**src/hdl/monitor_flags_consts.vh**
```
`ifndef MONITOR_FLAGS_CONSTS_VH
`define MONITOR_FLAGS_CONSTS_VH

// register offsets on the internal byte port
`define OFS_MEAS_FIRST      8'h60
`define OFS_MEAS_LAST       8'h69
`define OFS_CONV_UPDATE     8'h6f
`define OFS_ALARM_PRIMARY   8'h70
`define OFS_ALARM_SECONDARY 8'h71

// conversion-update register layout
`define UPD_TEMP_BIT        7
`define UPD_SUPPLY_BIT      6
`define UPD_INPUT1_BIT      5
`define UPD_INPUT2_BIT      4
`define UPD_INPUT3_BIT      3
`define UPD_LOW_BIT         3
`define UPD_RESET           5'h00

// alarm layout in the 16-bit primary:secondary view
`define ALARM_HIGH_TOP      15
`define ALARM_LOW_TOP       14
`define ALARM_USED_LOW      6
`define ALARM_MASKED_INTERRUPT_FLAG_BIT      0
`define ALARM_RESET         1'h0

// channel numbering
`define CH_TEMP             0
`define CH_SUPPLY           1
`define CH_INPUT1           2
`define CH_INPUT2           3
`define CH_INPUT3           4

// misc constants
`define BYTE_ZERO           8'h00
`define WORD_ZERO           16'h0000

`endif

```
**src/hdl/channel_alarm_compare.v**
```verilog
`timescale 1ns/100ps
`include "monitor_flags_consts.vh"

module channel_alarm_compare #(
    parameter W         = 16,
    parameter SIGNEDCMP = 0
) (
    // clock and reset
    input  wire         clock,
    input  wire         reset,
    // new result and its limits
    input  wire         resultStore,
    input  wire [W-1:0] result,
    input  wire [W-1:0] limitHigh,
    input  wire [W-1:0] limitLow,
    // alarm levels
    output reg          highAlarm_q,
    output reg          lowAlarm_q
);

    wire aboveHigh;
    wire belowLow;

    // two's complement compare for signed channels, plain otherwise
    assign aboveHigh = SIGNEDCMP ? ($signed(result) > $signed(limitHigh)) : (result > limitHigh);
    assign belowLow  = SIGNEDCMP ? ($signed(result) < $signed(limitLow)) : (result < limitLow);

    // flags re-evaluated only when a result is stored
    always @(posedge clock) begin
        if (reset) begin
            highAlarm_q <= `ALARM_RESET;
            lowAlarm_q  <= `ALARM_RESET;
        end else if (resultStore) begin
            highAlarm_q <= aboveHigh;
            lowAlarm_q  <= belowLow;
        end
    end

endmodule

```
**src/hdl/monitor_update_alarm_flags.v**
```verilog
// Behaviour
// - a stored temperature result sets the temperature update bit, bit 7 of the update register.
// - each update bit stays set until the host writes 0 to it, so the host can clear and poll.
// - a stored supply result sets the supply update bit, bit 6.
// - a stored first input result sets the input-one update bit, bit 5.
// - a stored second input result sets the input-two update bit, bit 4.
// - a stored third input result sets the input-three update bit, bit 3.
// - bit 7 of the primary alarm register shows the temperature above its upper limit.
// - bit 6 of the primary alarm register shows the temperature below its lower limit.
// - bits 5 and 4 of the primary alarm register show supply above and below its limits.
// - bits 3 and 2 of the primary alarm register show input one above and below its limits.
// - bits 1 and 0 of the primary alarm register show input two above and below its limits.
// - bits 7 and 6 of the secondary alarm register show input three above and below its limits.
// - limits are two-byte nonvolatile fields, most significant byte first, a pair per channel.
// - bit 0 of the secondary alarm register is the alarm flags gated by a mask, zero mask gives 0.
`timescale 1ns/100ps
`include "monitor_flags_consts.vh"

module monitor_update_alarm_flags #(
    parameter NCH = 5,
    parameter W   = 16
) (
    // clock and reset
    input  wire             clock,
    input  wire             reset,
    // converter results, channel 0 temperature, 1 supply, 2..4 inputs
    input  wire [NCH-1:0]   convDone,
    input  wire [NCH*W-1:0] convResult,
    // nonvolatile limits, msb byte then lsb byte per channel
    input  wire [NCH*W-1:0] limitHighBytes,
    input  wire [NCH*W-1:0] limitLowBytes,
    // flag mask, same layout as primary:secondary alarm bytes
    input  wire [15:0]      alarmMask,
    // byte register port from the serial engine
    input  wire [7:0]       regAddr,
    input  wire [7:0]       regWrData,
    input  wire             regWrite,
    input  wire             regRead,
    output reg  [7:0]       regRdData_q,
    // status outputs
    output wire [NCH-1:0]   updateFlags,
    output wire [15:0]      alarmFlags,
    output wire             maskedInterruptFlag
);

    // stored results
    reg  [W-1:0]   measured_q [0:NCH-1];

    // per-channel alarm levels
    wire [NCH-1:0] highAlarm;
    wire [NCH-1:0] lowAlarm;

    // update flag plumbing, index 0 is the temperature bit
    wire [NCH-1:0] updateSet;
    wire [NCH-1:0] updateClear;
    wire [NCH-1:0] updateQ;
    wire           updateWrite;

    // assembled register views
    wire [7:0]     conversionUpdateFlags;
    wire [7:0]     alarmFlagsPrimary;
    wire [7:0]     alarmFlagsSecondary;
    wire [15:0]    alarmRaw;
    wire [15:0]    alarmUsed;
    reg  [7:0]     readData_d;

    // measured-value byte select
    wire [7:0]     measOffset;
    wire [2:0]     measIndex;
    wire           measLowByte;
    wire           measHit;
    reg  [W-1:0]   measWord;

    integer k;

    // result storage: a new conversion overwrites its byte pair
    always @(posedge clock) begin
        if (reset) begin
            for (k = 0; k < NCH; k = k + 1) begin
                measured_q[k] <= `WORD_ZERO;
            end
        end else begin
            for (k = 0; k < NCH; k = k + 1) begin
                if (convDone[k]) begin
                    measured_q[k] <= convResult[k*W +: W];
                end
            end
        end
    end

    // host write to the update register clears bits written as 0
    assign updateWrite = regWrite && (regAddr == `OFS_CONV_UPDATE);

    // per-channel compare and flag wiring
    genvar i;
    generate
        for (i = 0; i < NCH; i = i + 1) begin : g_ch
            // flag sets in the same edge that stores the result
            assign updateSet[i]   = convDone[i];
            // write of 0 clears; bits below the used field never decode
            assign updateClear[i] = updateWrite &
                                    ~regWrData[`UPD_TEMP_BIT - i];

            // threshold compare on each stored result
            channel_alarm_compare #(
                .W         (W),
                .SIGNEDCMP ((i == `CH_TEMP) ? 1 : 0)
            ) u_cmp (
                .clock       (clock),
                .reset       (reset),
                .resultStore (convDone[i]),
                .result      (convResult[i*W +: W]),
                .limitHigh   (limitHighBytes[i*W +: W]),
                .limitLow    (limitLowBytes[i*W +: W]),
                .highAlarm_q (highAlarm[i]),
                .lowAlarm_q  (lowAlarm[i])
            );

            // high then low, channel by channel from the top of the word
            assign alarmRaw[`ALARM_HIGH_TOP - 2*i] = highAlarm[i];
            assign alarmRaw[`ALARM_LOW_TOP - 2*i]  = lowAlarm[i];
        end
    endgenerate

    // unused low positions of the alarm word stay 0
    assign alarmRaw[`ALARM_USED_LOW-1:0] = {`ALARM_USED_LOW{1'b0}};

    // sticky update bits
    update_flag_bank #(
        .N (NCH)
    ) u_upd (
        .clock    (clock),
        .reset    (reset),
        .setPulse (updateSet),
        .clearReq (updateClear),
        .flags_q  (updateQ)
    );

    // update register: channel 0 lands on bit 7, unused bits read 0
    generate
        for (i = 0; i < NCH; i = i + 1) begin : g_upd
            assign conversionUpdateFlags[`UPD_TEMP_BIT - i] = updateQ[i];
        end
    endgenerate
    assign conversionUpdateFlags[`UPD_LOW_BIT-1:0] = {`UPD_LOW_BIT{1'b0}};

    // masked interrupt over the used alarm positions only
    assign alarmUsed           = alarmRaw & alarmMask;
    assign maskedInterruptFlag = |alarmUsed[15:`ALARM_USED_LOW];

    // alarm register views, read only
    assign alarmFlagsPrimary   = alarmRaw[15:8];
    assign alarmFlagsSecondary = {alarmRaw[7:1], maskedInterruptFlag};

    // status outputs
    assign updateFlags = updateQ;
    assign alarmFlags  = {alarmFlagsPrimary, alarmFlagsSecondary};

    // measured byte pair decode, msb at the even offset
    assign measOffset  = regAddr - `OFS_MEAS_FIRST;
    assign measIndex   = measOffset[3:1];
    assign measLowByte = measOffset[0];
    assign measHit     = (regAddr >= `OFS_MEAS_FIRST) && (regAddr <= `OFS_MEAS_LAST);

    // select the stored word for a measured-value read
    always @* begin
        measWord = `WORD_ZERO;
        case (measIndex)
            3'h0: measWord = measured_q[`CH_TEMP];
            3'h1: measWord = measured_q[`CH_SUPPLY];
            3'h2: measWord = measured_q[`CH_INPUT1];
            3'h3: measWord = measured_q[`CH_INPUT2];
            3'h4: measWord = measured_q[`CH_INPUT3];
            default: measWord = `WORD_ZERO;
        endcase
    end

    // read multiplexer, unmapped offsets read 0
    always @* begin
        readData_d = `BYTE_ZERO;
        if (measHit) begin
            readData_d = measLowByte ? measWord[7:0] : measWord[15:8];
        end else begin
            case (regAddr)
                `OFS_CONV_UPDATE:     readData_d = conversionUpdateFlags;
                `OFS_ALARM_PRIMARY:   readData_d = alarmFlagsPrimary;
                `OFS_ALARM_SECONDARY: readData_d = alarmFlagsSecondary;
                default:              readData_d = `BYTE_ZERO;
            endcase
        end
    end

    // read data captured one edge after the read strobe
    always @(posedge clock) begin
        if (reset) begin
            regRdData_q <= `BYTE_ZERO;
        end else if (regRead) begin
            regRdData_q <= readData_d;
        end
    end

endmodule

```
**src/hdl/update_flag_bank.v**
```verilog
`timescale 1ns/100ps
`include "monitor_flags_consts.vh"

module update_flag_bank #(
    parameter N = 5
) (
    // clock and reset
    input  wire         clock,
    input  wire         reset,
    // events and clears
    input  wire [N-1:0] setPulse,
    input  wire [N-1:0] clearReq,
    // sticky flags
    output reg  [N-1:0] flags_q
);

    wire [N-1:0] flags_d;

    // sticky bits: a set in the cycle of a clear wins
    genvar i;
    generate
        for (i = 0; i < N; i = i + 1) begin : g_bit
            assign flags_d[i] = setPulse[i] | (flags_q[i] & ~clearReq[i]);
        end
    endgenerate

    // flag storage
    always @(posedge clock) begin
        if (reset) begin
            flags_q <= {N{1'b0}};
        end else begin
            flags_q <= flags_d;
        end
    end

endmodule
```
**config.mk**
```make
export PLATFORM = sky130hd
export DESIGN_NAME = monitor_update_alarm_flags
export DESIGN_NICKNAME = d
export VERILOG_FILES = /design/src/hdl/channel_alarm_compare.v /design/src/hdl/monitor_update_alarm_flags.v /design/src/hdl/update_flag_bank.v
export VERILOG_INCLUDE_DIRS = /design/src /design/src/hdl
export SDC_FILE = /design/constraint.sdc
export NUM_CORES = 1
export LEC_CHECK = 0
export ABC_AREA = 0
export BUFFER_PORTS_ARGS = -buffer_cell sky130_fd_sc_hd__buf_2
export CELL_PAD_IN_SITES_DETAIL_PLACEMENT = 1
export CELL_PAD_IN_SITES_GLOBAL_PLACEMENT = 1
export CORE_MARGIN = 1.5
export CORE_UTILIZATION = 38
export CTS_CLUSTER_SIZE = 25
export DETAILED_ROUTE_END_ITERATION = 8
export GPL_TIMING_DRIVEN = 0
export PLACE_DENSITY = 0.81
export SYNTH_ARGS = -nofsm -noshare
export SYNTH_HDL_FRONTEND = slang
export SYNTH_SLANG_ARGS = --single-unit
```
**constraint.sdc**
```tcl
create_clock -name clock -period 2 [get_ports clock]
set_input_delay 0.1 -clock clock [delete_from_list [all_inputs] [get_ports clock]]
set_output_delay 0.1 -clock clock [all_outputs]
set_load 0.02 [all_outputs]
```
After elaboration in Yosys (flattened, before gate mapping)
Memories as Yosys holds them, arrays and structs flattened.
Cells that the tools add are included.

operators by class
  $add $sub $neg = 1
  bitwise operators = 31
  reduce and logical (&&, ||, !) cells = 4
  mux-type cells = 26
  equality and inequality tests = 7
  $lt $le $gt $ge = 12

operator list
  operator               count
  $gt A16 B16 Y1         5
  $lt A16 B16 Y1         5
  $mux W16               5
  $pmux W16 S5           1
  $eq A8 B7 Y1 const B   3
  $pmux W8 S3            1
  $mux W1                17
  $and A16 B16 Y16       1
  $mux W8                2
  $and A1 B1 Y1          10
  $not A1 Y1             10
  $or A1 B1 Y1           10
  $reduce_or A10 Y1      1
  $ge A8 B7 Y1 const B   1
  $le A8 B7 Y1 const B   1
  $eq A3 B2 Y1 const B   2
  $sub A4 B1 Y4 const B  1
  $eq A3 B1 Y1 const B   1
  $eq A3 B3 Y1 const B   1
  $logic_not A3 Y1       1
  $logic_and A1 B1 Y1    2

storage, ports and cells
  memories kept = 1
  bits in registers = 23
  word-level logic and storage cells = 94
  output and inout port bits = 30
  bits in writable memories = 80
  input port bits = 281

memory list
  memory      words  bits a word  read ports  clocked after Yosys merged registers in  write ports  line                             RTL
  measured_q  5      16           5           0                                        5            monitor_update_alarm_flags.v:47  reg [W-1:0] measured_q [0:NCH-1];

Longest topological paths before layout
Gate-level depths: netlist (run 1).

  word-level depth = 6
  depth in mapped cells = 8
  depth with buffers taken out = 8

Cells and area by module
From an unflattened synthesis (run 1), not the netlist that was laid out.

second synthesis, totals
  cells, all modules = 968
  area, all modules = 8848.5 um2

by module, submodules not included
  module                                     sequential area each (um2)  cells each  instances  area each (um2)
  monitor_update_alarm_flags                 2562.5                      353         1          4369.2
  channel_alarm_compare (g_ch[1].u_cmp ...)  40.0                        120         4          852.1
  channel_alarm_compare (g_ch[0].u_cmp)      40.0                        115         1          895.9
  update_flag_bank                           100.1                       20          1          175.2

Worst setup path before layout (run 1)
No wires, ideal clock.

  path kind = register -> register
  start = register g_ch[0].u_cmp.highAlarm_q
  end = register regRdData_q[0]
  data arrival time = 1.512 ns
  library setup time = 0.115 ns
  period minus slack after synthesis = 1.626 ns
  setup slack = 0.374 ns
  data required time = 1.885 ns
  buffers on the path = 0
  stages on the path, launching flop included = 7
  cells stage by stage = dfxtp_1 a22o_1 a221oi_1 nand4_1 a32oi_1 nand2_1 o21a_1

between the ends
  longest elaborated chain between the ends = 4

ends and longest elaborated chain
  what                     line                              RTL
  from (decl)              channel_alarm_compare.v:17        output reg highAlarm_q,
  from (signal assigned)   channel_alarm_compare.v:31        highAlarm_q <= `ALARM_RESET;
  from (signal assigned)   channel_alarm_compare.v:34        highAlarm_q <= aboveHigh;
  $and A16 B16 Y16         monitor_update_alarm_flags.v:148  assign alarmUsed = alarmRaw & alarmMask;
  $reduce_or A10 Y1        monitor_update_alarm_flags.v:149  assign maskedInterruptFlag = |alarmUsed[15:`ALARM_USED_LOW];
  net maskedInterruptFlag  monitor_update_alarm_flags.v:43   output wire maskedInterruptFlag
  $pmux W8 S3              monitor_update_alarm_flags.v:184  case (regAddr)
  $mux W8                  monitor_update_alarm_flags.v:181  if (measHit) begin
  to (signal assigned)     monitor_update_alarm_flags.v:196  regRdData_q <= `BYTE_ZERO;
  to (signal assigned)     monitor_update_alarm_flags.v:198  regRdData_q <= readData_d;
  to (decl)                monitor_update_alarm_flags.v:39   output reg [7:0] regRdData_q,

The timed path passes the listed nets, and every way through them passes these cells.
A chain may end at the register's enable or synchronous reset.

Worst setup path after layout (run 1)
  start = register g_ch[0].u_cmp.highAlarm_q
  end = output port alarmFlags[0]

between the ends
  longest elaborated chain between the ends = 2

ends and longest elaborated chain
  what               line                              RTL
  $and A16 B16 Y16   monitor_update_alarm_flags.v:148
  $reduce_or A10 Y1  monitor_update_alarm_flags.v:149
  to (decl)          monitor_update_alarm_flags.v:42   output wire [15:0] alarmFlags,

No other way between the ends.

==> flow_summary_export.csv, run 1 <==
group,metric,value,unit
status,status,"finished, final reports clean",
global_routing,antenna_found_initial,2,
sta,total_count_of_hold_check_failures_in_the_final_report,0,
detailed_routing,detail_route.drc_violations,0,
finish,share_of_post_route_cells_with_drive_strength_above_1,0.284,
sta,finalCritPeriodShare,0.899,
finish,multi_input_area,0.00498,mm^2
logic_synthesis,yosys.cell_types.count,64,
critical_path,crit_slowest_cell,"sky130_fd_sc_hd__dfxtp_1",
sta,setup_slack,0.203,ns
power_and_ir_drop,switching_power,1890,uW
finish,final_core_utilization,0.483,
logic_synthesis,asyncSetResetFlopFracSynth,0,
die,die_area,0.0239,mm^2
die,fp-row-count,55,
power_and_ir_drop,powerDensity,561,mW/mm^2
placed_design,numPortBuffers,295,
logic_synthesis,seq_area_frac_synth,0.328,
logic_synthesis,yosysTopAreaCellShare,0.275,
critical_path,worst_ep_required_time,1.90,ns
critical_path,path_cells,"a22o_1 > a221oi_2 > nand4_1 > buf_4 > buf_2",
global_routing,grt_usage,0.245,
detailed_routing,route.detailed.wl_per_inst,19.2,um
clock_network,inserted_clock_buffers,9,
clock_network,clock_latency,0.36,ns
clock_network,cts_sinks,103,
die,die-width,155,um
clock_network,cts_tree,"built",
job,cap_violations,0,
finish,fillCellCount,2728,
clock_network,ctsLongestPathBuffers,2,
sta,setup_repair_after_global_routing_missed_its_margin,"no",
logic_synthesis,syn_area_per_cell,9.43,um^2
critical_path,timing.critical_path.arrival,1.70,ns
die,fp.coreArea,0.0226,mm^2
logic_synthesis,netlist_instances,926,
clock_network,cts.htree.levels,3,
detailed_routing,detail_route.vias_per_cell,5.31,
global_routing,maximum_number_of_pins_on_one_net_before_global_route_repair,19,
logic_synthesis,ys_dominant_reg_cell,"sky130_fd_sc_hd__edfxtp_1",
power_and_ir_drop,cellInternalPower,4220,uW
sta,finalSetupViolations,0,
die,ios,311,
global_routing,globalRouteOverflowTotal,0,
finish,mostFrequentLayoutCells,"297 x sky130_fd_sc_hd__buf_2, 168 x sky130_fd_sc_hd__inv_1, 155 x sky130_fd_sc_hd__ha_1",
power_and_ir_drop,comb_power_share,0.273,
detailed_routing,totalWireLength,29400,um
detailed_routing,drtAntennaViolNets,0,
power_and_ir_drop,total_power,6110,uW
logic_synthesis,mappedNetlistArea,0.00873,mm^2
power_and_ir_drop,clkPwrFrac,0.294,
power_and_ir_drop,power.share.sequential,0.433,
global_routing,grt_first_pass_wirelength,44900,um
logic_synthesis,ys_seq_elements,103,
power_and_ir_drop,max-vdd-ir-drop,0.343,mV
logic_synthesis,synthTopCellsByArea,"sky130_fd_sc_hd__edfxtp_1 28%, sky130_fd_sc_hd__ha_1 22%, sky130_fd_sc_hd__inv_1 7.2%",
finish,final_nets,1673,
clock_network,cts.root.buffer_cell,"sky130_fd_sc_hd__clkbuf_16",
placed_design,gpl.final_weighted_congestion,0.900,
sta,hold_ws,0.0639,ns
detailed_routing,initialDrtViolationCount,444,
placed_design,dp_slack,-0.0251,ns
finish,final_common_cell,"sky130_fd_sc_hd__buf_2",
critical_path,worstSetupStartpointType,"flop",
die,initial_core_util,0.387,
logic_synthesis,synth_area_leader_cell,"sky130_fd_sc_hd__edfxtp_1",
finish,final_instance_count_excl_fillers,1529,
sta,worst_slew_margin_rel,0.444,
detailed_routing,route.vias.total,8114,
sta,period_minus_slack,1.80,ns
power_and_ir_drop,static-leakage-power,0.00583,uW
global_routing,grt_pass1_vias,8565,
worst_hold_path,timing.hold.worst.class,"in -> reg",
critical_path,critical_path_class,"reg -> out",
power_and_ir_drop,power.switching_fraction,0.309,
placed_design,numPlacedInstances,1510,
placed_design,place.detailed.hpwl,25000,um
sta,maxSlewViolCount,0,
clock_network,path_clk_slew,0.08,ns
sta,timing.fmax,556,MHz
logic_synthesis,ys_warn_count,0,
detailed_routing,drt_first_pass_iters,5,
die,dieHeight,155,um
critical_path,delay_of_the_slowest_cell_on_the_worst_path,0.40,ns
worst_hold_path,whs_path_depth,3,
sta,worst_pin_slew,0.833,ns
critical_path,worst_setup_path_end_kind,"output port",
logic_synthesis,number_of_enable_type_register_cells_in_the_synthesized_netlist,80,
finish,syn2layout_area_growth,24.8,%
finish,area.sequential,0.00286,mm^2
critical_path,critical_path.max_fanout,4,
critical_path,rr_worst_depth,7,
sta,fin_skew,0.00813,ns
-- per-stage QoR --
stage	area [um^2]	setup TNS, ns
floorplan	8740	0
global placement	10600	-0.00540
detailed placement	10600	-0.0251
CTS	10900	0
global route	10900	0
finish	10900	0
-- layer usage --
metal / share of wire / vias to the layer above / routed length [um] / track usage
met5: 0 / - / 0 / 0
met4: 0.030 / 0 / 872 / 0.0948
met1: 0.41 / 3817 / 12000 / 0.291
li1: - / 3942 / - / -
met2: 0.50 / 302 / 14800 / 0.444
met3: 0.058 / 53 / 1710 / 0.0359
-- worst paths after layout --
| kind | from | to | slack, ns |
|---|---|---|---|
| max reg2reg | g_ch[0].u_cmp.highAlarm_q$_SDFFE_PP0P_ | regRdData_q[0]$_SDFFE_PP0P_ | 0.25 |
| max | g_ch[0].u_cmp.highAlarm_q$_SDFFE_PP0P_ | alarmFlags[0] | 0.20 |
| min | regWrData[3] | u_upd.flags_q[4]$_SDFF_PP0_ | 0.06 |
| min reg2reg | regRdData_q[7]$_SDFFE_PP0P_ | regRdData_q[7]$_SDFFE_PP0P_ | 0.48 |
-- logic make-up after synthesis --
group           synth area share
flops                      0.328
xor+xnor                 0.00100
fa+ha+maj                  0.222
simple gates               0.144
other cells             0.000430
compound gates             0.190
mux                       0.0113
buf+inv                    0.104
-- layout make-up --
type / instances / share of cell area
Buffer: 42 / 0.0248
Clock buffer: 10 / 0.0230
Multi-Input combinational cell: 616 / 0.457
Inverter: 169 / 0.0582
Sequential cell: 103 / 0.263
Timing Repair Buffer: 296 / 0.136
Tap cell: 285 / 0.0327
Antenna cell: 2 / 0.000459
Clock inverter: 6 / 0.00459
-- flip-flops by register name, indices dropped and copies added, names as in the netlist --
| signal | flops |
|---|---|
| u_upd.flags_q | 5 |
| regRdData_q | 8 |
| measured_q | 80 |
| g_ch.u_cmp.lowAlarm_q | 5 |
| g_ch.u_cmp.highAlarm_q | 5 |
-- power by group through the flow --
stage / clock [uW] / sequential [uW] / combinational, uW
after CTS: 1800 / 2640 / 1660
after floorplan: 0 / 2630 / 949
final: 1800 / 2650 / 1670
after detailed placement: 0 / 2680 / 1650
after global placement: 0 / 2680 / 1580
after global routing: 1870 / 2660 / 1870
-- worst max-delay path: cells and delay by family (launching register included) --
family | cells | cell delay [ns]
flops | 1 | 0.40
buf+inv | 2 | 0.32
compound gates | 2 | 0.45
simple gates | 1 | 0.18
-- timing repair --
action / CTS / global route
hold buffers: 0 / 0
endpoints found under the setup margin: 0 / 1
gates resized for setup: 0 / 1
buffers inserted: 0 / 1
-- Yosys cell counts, types with 15 or more instances --
cell / number
sky130_fd_sc_hd__and2_1: 83
sky130_fd_sc_hd__inv_1: 168
sky130_fd_sc_hd__clkbuf_1: 15
sky130_fd_sc_hd__a21oi_1: 50
sky130_fd_sc_hd__nor2_1: 19
sky130_fd_sc_hd__dfxtp_1: 23
sky130_fd_sc_hd__a21o_1: 47
sky130_fd_sc_hd__nand4_1: 26
sky130_fd_sc_hd__buf_4: 18
sky130_fd_sc_hd__ha_1: 155
sky130_fd_sc_hd__edfxtp_1: 80
sky130_fd_sc_hd__o21ai_0: 20
sky130_fd_sc_hd__a22oi_1: 34
Power figures use the tool's default switching activity.
==> inputs of run 2 (changes only) <==
CORE_MARGIN = default   (was 1.5)
GPL_ROUTABILITY_DRIVEN = 1   (was default)
==> run 2 against run 1 <==
Effect of this change:
- sequential power is essentially flat
- count of clock-buffer cells in the layout unchanged
- global-route usage grew 0.60 points
- final cell count about the same
- critical path depth is the same
- critical path type unchanged
- critical endpoint unchanged
==> flow_summary_export.csv, run 2 (synthesis gave the netlist of run 1 again) <==
group,metric,value,unit
die,initial_core_util,0.387,
power_and_ir_drop,powerDensity,572,mW/mm^2
clock_network,ctsLongestPathBuffers,2,
power_and_ir_drop,total_power,6250,uW
die,die_area,0.0236,mm^2
finish,final_core_utilization,0.484,
sta,total_count_of_hold_check_failures_in_the_final_report,0,
detailed_routing,detail_route.vias_per_cell,5.33,
worst_hold_path,hold_end,"u_upd.flags_q[4]$_SDFF_PP0_",
global_routing,globalRouteOverflowTotal,0,
detailed_routing,initialDrtViolationCount,503,
finish,fillCellCount,2735,
placed_design,numPortBuffers,295,
critical_path,worst-r2r-setup-slack,0.12,ns
sta,finalSetupViolations,0,
worst_hold_path,whs_path_depth,3,
critical_path,critical_path_class,"reg -> out",
power_and_ir_drop,static-leakage-power,0.00584,uW
detailed_routing,detail_route.drc_violations,0,
sta,setup_repair_after_global_routing_missed_its_margin,"no",
sta,period_minus_slack,1.90,ns
critical_path,worst_setup_path_end_kind,"output port",
critical_path,critical_path.max_fanout,4,
clock_network,clock_latency,0.36,ns
finish,share_of_post_route_cells_with_drive_strength_above_1,0.283,
finish,largest_register_ffs,80,
placed_design,gpl.final_weighted_congestion,0.913,
worst_hold_path,worst_hold_startpoint,"regWrData[3]",
critical_path,worst_ep_required_time,1.90,ns
sta,hold_ws,0.0580,ns
critical_path,launch_instance_of_the_worst_register_to_register_path,"g_ch[0].u_cmp.highAlarm_q$_SDFFE_PP0P_",
detailed_routing,drt_first_pass_iters,5,
global_routing,maximum_number_of_pins_on_one_net_before_global_route_repair,18,
job,cap_violations,0,
die,fp.coreArea,0.0226,mm^2
global_routing,grt_first_pass_wirelength,45400,um
die,ios,311,
global_routing,grt_usage,0.251,
finish,reg.largest.list,"measured_q: 80 flops, regRdData_q: 8 flops",
critical_path,worstSetupStartpointType,"flop",
clock_network,inserted_clock_buffers,9,
global_routing,antenna_found_initial,2,
sta,finalCritPeriodShare,0.951,
worst_hold_path,timing.hold.worst.class,"in -> reg",
clock_network,cts_tree,"built",
placed_design,place.detailed.hpwl,25000,um
status,status,"finished, final reports clean",
critical_path,timing.critical_path.arrival,1.80,ns
sta,maxSlewViolCount,0,
critical_path,critical_path.reg2reg.endpoint,"regRdData_q[0]$_SDFFE_PP0P_",
finish,final_nets,1673,
sta,worst_slew_margin_rel,0.427,
clock_network,cts.htree.levels,3,
power_and_ir_drop,max-vdd-ir-drop,0.337,mV
detailed_routing,route.vias.total,8149,
finish,syn2layout_area_growth,25.0,%
clock_network,cts.root.buffer_cell,"sky130_fd_sc_hd__clkbuf_16",
sta,fin_skew,0.00425,ns
die,die-width,154,um
detailed_routing,totalWireLength,29200,um
global_routing,grt_pass1_vias,8628,
die,dieHeight,154,um
sta,timing.fmax,526,MHz
critical_path,rr_worst_depth,7,
finish,mostFrequentLayoutCells,"297 x sky130_fd_sc_hd__buf_2, 168 x sky130_fd_sc_hd__inv_1, 155 x sky130_fd_sc_hd__ha_1",
detailed_routing,drtAntennaViolNets,0,
finish,most_flop_heavy_register,"measured_q",
die,fp-row-count,55,
sta,tns,0,ns
finish,final_common_cell,"sky130_fd_sc_hd__buf_2",
sta,worst_pin_slew,0.859,ns
clock_network,post_cts_hold_buffer_count,0,
clock_network,cts_sinks,103,
detailed_routing,route.detailed.wl_per_inst,19.1,um
clock_network,path_clk_slew,0.07,ns
-- run 2: worst max-delay path by stage --
stage / from / endpoint / slack [ns] / cells after the start
floorplan: g_ch[0].u_cmp.highAlarm_q$_SDFFE_PP0P_ / regRdData_q[0]$_SDFFE_PP0P_ / 0.37 / 6
global placement: convResult[11] / g_ch[0].u_cmp.highAlarm_q$_SDFFE_PP0P_ / -0.002 / 8
detailed placement: convResult[11] / g_ch[0].u_cmp.highAlarm_q$_SDFFE_PP0P_ / -0.0007 / 8
CTS: g_ch[0].u_cmp.highAlarm_q$_SDFFE_PP0P_ / alarmFlags[0] / 0.05 / 5
global route: g_ch[2].u_cmp.highAlarm_q$_SDFFE_PP0P_ / regRdData_q[0]$_SDFFE_PP0P_ / 0.02 / 7
finish: g_ch[0].u_cmp.highAlarm_q$_SDFFE_PP0P_ / alarmFlags[0] / 0.1 / 5
-- run 2: metrics by stage --
stage	cells	area [um^2]	setup WS, ns
after floorplan	930	8740	0.374
after global placement	1510	10600	-0.00188
after detailed placement	1510	10600	-0.000663
after CTS	1526	10900	0.0478
after global routing	1529	10900	0.0163
final	1530	10900	0.0987
-- run 2: final cells by class --
type                       count  area, um^2  area share
clock inverter                 6        83.8     0.00768
sequential                   103        2860       0.262
inverter                     169         634      0.0581
buffer                        42         270      0.0248
clock buffer                  10         239      0.0219
timing repair buffer         296        1480       0.136
tap                          285         357      0.0327
antenna                        3        7.51    0.000688
multi-input combinational    616        4980       0.456
-- run 2: report_power, final --
group / leakage [uW] / switching, uW / internal (uW)
combinational: 0.00464 / 900 / 769
sequential: 0.00104 / 128 / 2510
clock: 0.000162 / 806 / 1130
total: 0.00584 / 1830 / 4410
-- run 2: critical path, stage by stage, from the launching register on --
cell	delay, ns
sky130_fd_sc_hd__dfxtp_1	0.39
sky130_fd_sc_hd__a22o_1	0.24
sky130_fd_sc_hd__a221oi_1	0.28
sky130_fd_sc_hd__nand4_1	0.20
sky130_fd_sc_hd__buf_4	0.18
sky130_fd_sc_hd__buf_2	0.15
-- run 2: repair_timing --
action | 4_1_cts | 5_1_grt
endpoints found under the hold margin | 0 | 0
endpoints found under the setup margin | 0 | 1
buffers inserted | 0 | 1
gates resized for setup | 0 | 0
-- run 2: layer usage --
layer | global-route usage | wire, um
met5 | 0 | 0
met4 | 0.110 | 1110
met3 | 0.0361 | 1580
met2 | 0.446 | 14400
met1 | 0.300 | 12100
==> inputs of run 3 (changes only) <==
REMOVE_ABC_BUFFERS = 1   (was default)
==> run 3 against run 2 <==
Effect of this change:
- via count down 1.8%
- combinational power down 4%
- count of clock-buffer cells in the layout up 1
- design area down 2.3%
- sequential power about the same
- final cell count down 2.5%
- highest routed layer unchanged
==> flow_summary_export.csv, run 3 (synthesis gave the netlist of run 1 again) <==
group,metric,value,unit
clock_network,path_clk_slew,0.07,ns
die,ios,311,
placed_design,numPortBuffers,296,
power_and_ir_drop,cellInternalPower,4080,uW
global_routing,grt_first_pass_wirelength,43700,um
die,fp-row-count,55,
die,fp.coreArea,0.0226,mm^2
clock_network,post_cts_hold_buffer_count,0,
placed_design,place_area,0.0104,mm^2
global_routing,grt_pass1_vias,8365,
global_routing,maximum_number_of_pins_on_one_net_before_global_route_repair,34,
critical_path,critical_path_class,"reg -> out",
finish,mostFrequentLayoutCells,"296 x sky130_fd_sc_hd__buf_2, 168 x sky130_fd_sc_hd__inv_1, 155 x sky130_fd_sc_hd__ha_1",
finish,share_of_post_route_cells_with_drive_strength_above_1,0.273,
global_routing,globalRouteOverflowTotal,0,
sta,fin_skew,0.00845,ns
detailed_routing,route.detailed.wl_per_inst,19.1,um
sta,timing.fmax,512,MHz
critical_path,crit_slowest_cell,"sky130_fd_sc_hd__dfxtp_1",
sta,finalCritPeriodShare,0.977,
power_and_ir_drop,power.switching_fraction,0.301,
sta,worst_pin_slew,0.820,ns
global_routing,grt_usage,0.241,
clock_network,ctsLongestPathBuffers,2,
sta,maxSlewViolCount,0,
detailed_routing,detail_route.vias_per_cell,5.37,
power_and_ir_drop,static-leakage-power,0.00568,uW
detailed_routing,drtAntennaViolNets,0,
critical_path,worst_setup_path_end_kind,"output port",
critical_path,timing.critical_path.arrival,1.85,ns
finish,final_common_cell,"sky130_fd_sc_hd__buf_2",
sta,period_minus_slack,1.95,ns
placed_design,gpl.final_weighted_congestion,0.867,
die,dieHeight,154,um
critical_path,delay_of_the_slowest_cell_on_the_worst_path,0.39,ns
power_and_ir_drop,power.share.sequential,0.453,
power_and_ir_drop,max-vdd-ir-drop,0.371,mV
job,cap_violations,0,
sta,worst_slew_margin_rel,0.454,
power_and_ir_drop,powerDensity,547,mW/mm^2
sta,total_count_of_hold_check_failures_in_the_final_report,0,
critical_path,path_cells,"a22o_1 > a221oi_2 > nand4_1 > buf_4 > buf_2",
detailed_routing,drt_first_pass_iters,7,
finish,area.sequential,0.00286,mm^2
finish,syn2layout_area_growth,22.2,%
clock_network,cts_tree,"built",
clock_network,clock_latency,0.35,ns
power_and_ir_drop,switching_power,1760,uW
detailed_routing,initialDrtViolationCount,381,
clock_network,cts.root.buffer_cell,"sky130_fd_sc_hd__clkbuf_16",
die,initial_core_util,0.387,
finish,largest_register_ffs,80,
global_routing,antenna_found_initial,3,
sta,finalSetupViolations,0,
critical_path,worst_ep_required_time,1.90,ns
detailed_routing,route.vias.total,8002,
clock_network,cts_sinks,103,
power_and_ir_drop,clkPwrFrac,0.271,
status,status,"finished, final reports clean",
detailed_routing,detail_route.drc_violations,0,
critical_path,worstSetupStartpointType,"flop",
placed_design,place.detailed.hpwl,24100,um
finish,fillCellCount,2729,
power_and_ir_drop,total_power,5840,uW
finish,design_area,0.0107,mm^2
finish,most_flop_heavy_register,"measured_q",
clock_network,inserted_clock_buffers,9,
finish,multi_input_area,0.00500,mm^2
worst_hold_path,timing.hold.worst.class,"in -> reg",
detailed_routing,totalWireLength,28400,um
power_and_ir_drop,comb_power_share,0.276,
clock_network,cts.htree.levels,3,
die,die-width,154,um
critical_path,critical_path.max_fanout,4,
sta,setup_repair_after_global_routing_missed_its_margin,"no",
finish,reg.largest.list,"measured_q: 80 flops, regRdData_q: 8 flops",
finish,final_nets,1634,
die,die_area,0.0236,mm^2
[run 3: final timing paths]
| path | cells past startpoint | slack (ns) | end | startpoint |
|---|---|---|---|---|
| worst max register to register | 7 | 0.10 | regRdData_q[0]$_SDFFE_PP0P_ | g_ch[0].u_cmp.highAlarm_q$_SDFFE_PP0P_ |
| worst min register to register | 2 | 0.49 | regRdData_q[7]$_SDFFE_PP0P_ | regRdData_q[7]$_SDFFE_PP0P_ |
| worst max-delay path | 5 | 0.05 | alarmFlags[0] | g_ch[0].u_cmp.highAlarm_q$_SDFFE_PP0P_ |
| worst min-delay path | 3 | 0.07 | u_upd.flags_q[2]$_SDFF_PP0_ | regWrData[5] |
[run 3: power by group through the flow]
stage / Combinational, uW / Clock (uW) / Sequential, uW
3_3_place_gp: 1510 / 0 / 2690
5_1_grt: 1800 / 1690 / 2660
2_1_floorplan: 830 / 0 / 2650
6_report: 1610 / 1580 / 2640
4_1_cts: 1630 / 1610 / 2640
3_5_place_dp: 1610 / 0 / 2690
[run 3: metal layers]
layer,up-vias,GRT usage,part of all wire
met1,3820,0.287,0.41
met2,286,0.429,0.49
met5,-,0,0
met4,0,0.0824,0.029
li1,3851,-,-
met3,45,0.0499,0.064
[run 3: repair_timing]
| item | CTS | global route |
|---|---|---|
| setup buffers | 1 | 0 |
| resized for setup | 1 | 2 |
| pin swaps | 1 | 0 |
| setup endpoints to repair | 3 | 4 |
[run 3: area by class of cell]
class	instances	area share
multi-input cells	616	0.469
flip-flops and latches	103	0.268
repair buffers	299	0.145
inverters	169	0.0595
well taps	285	0.0334
clock buffers	11	0.0218
clock inverters	5	0.00246
diodes	3	0.000704
[run 3: critical path: cells and delay by family (launching register included)]
kind	cells	cell delay, ns
AO/OA/AOI/OAI	2	0.62
flip-flops	1	0.39
AND/OR/NAND/NOR	1	0.14
buffers and inverters	2	0.34
[run 3: per-stage QoR]
step | TNS, ns | setup WS (ns) | utilization | cells | hold slack [ns]
6_report | 0 | 0.0463 | 0.472 | 1491 | 0.0712
5_1_grt | 0 | 0.0206 | 0.472 | 1491 | 0.0723
4_1_cts | 0 | 0.0400 | 0.472 | 1488 | 0.0605
3_5_place_dp | -1.32 | -0.299 | 0.460 | 1471 | 0.422
3_3_place_gp | -190.25 | -2.44 | 0.457 | 1469 | 0.408
2_1_floorplan | -32.14 | -0.402 | - | 888 | 0.169
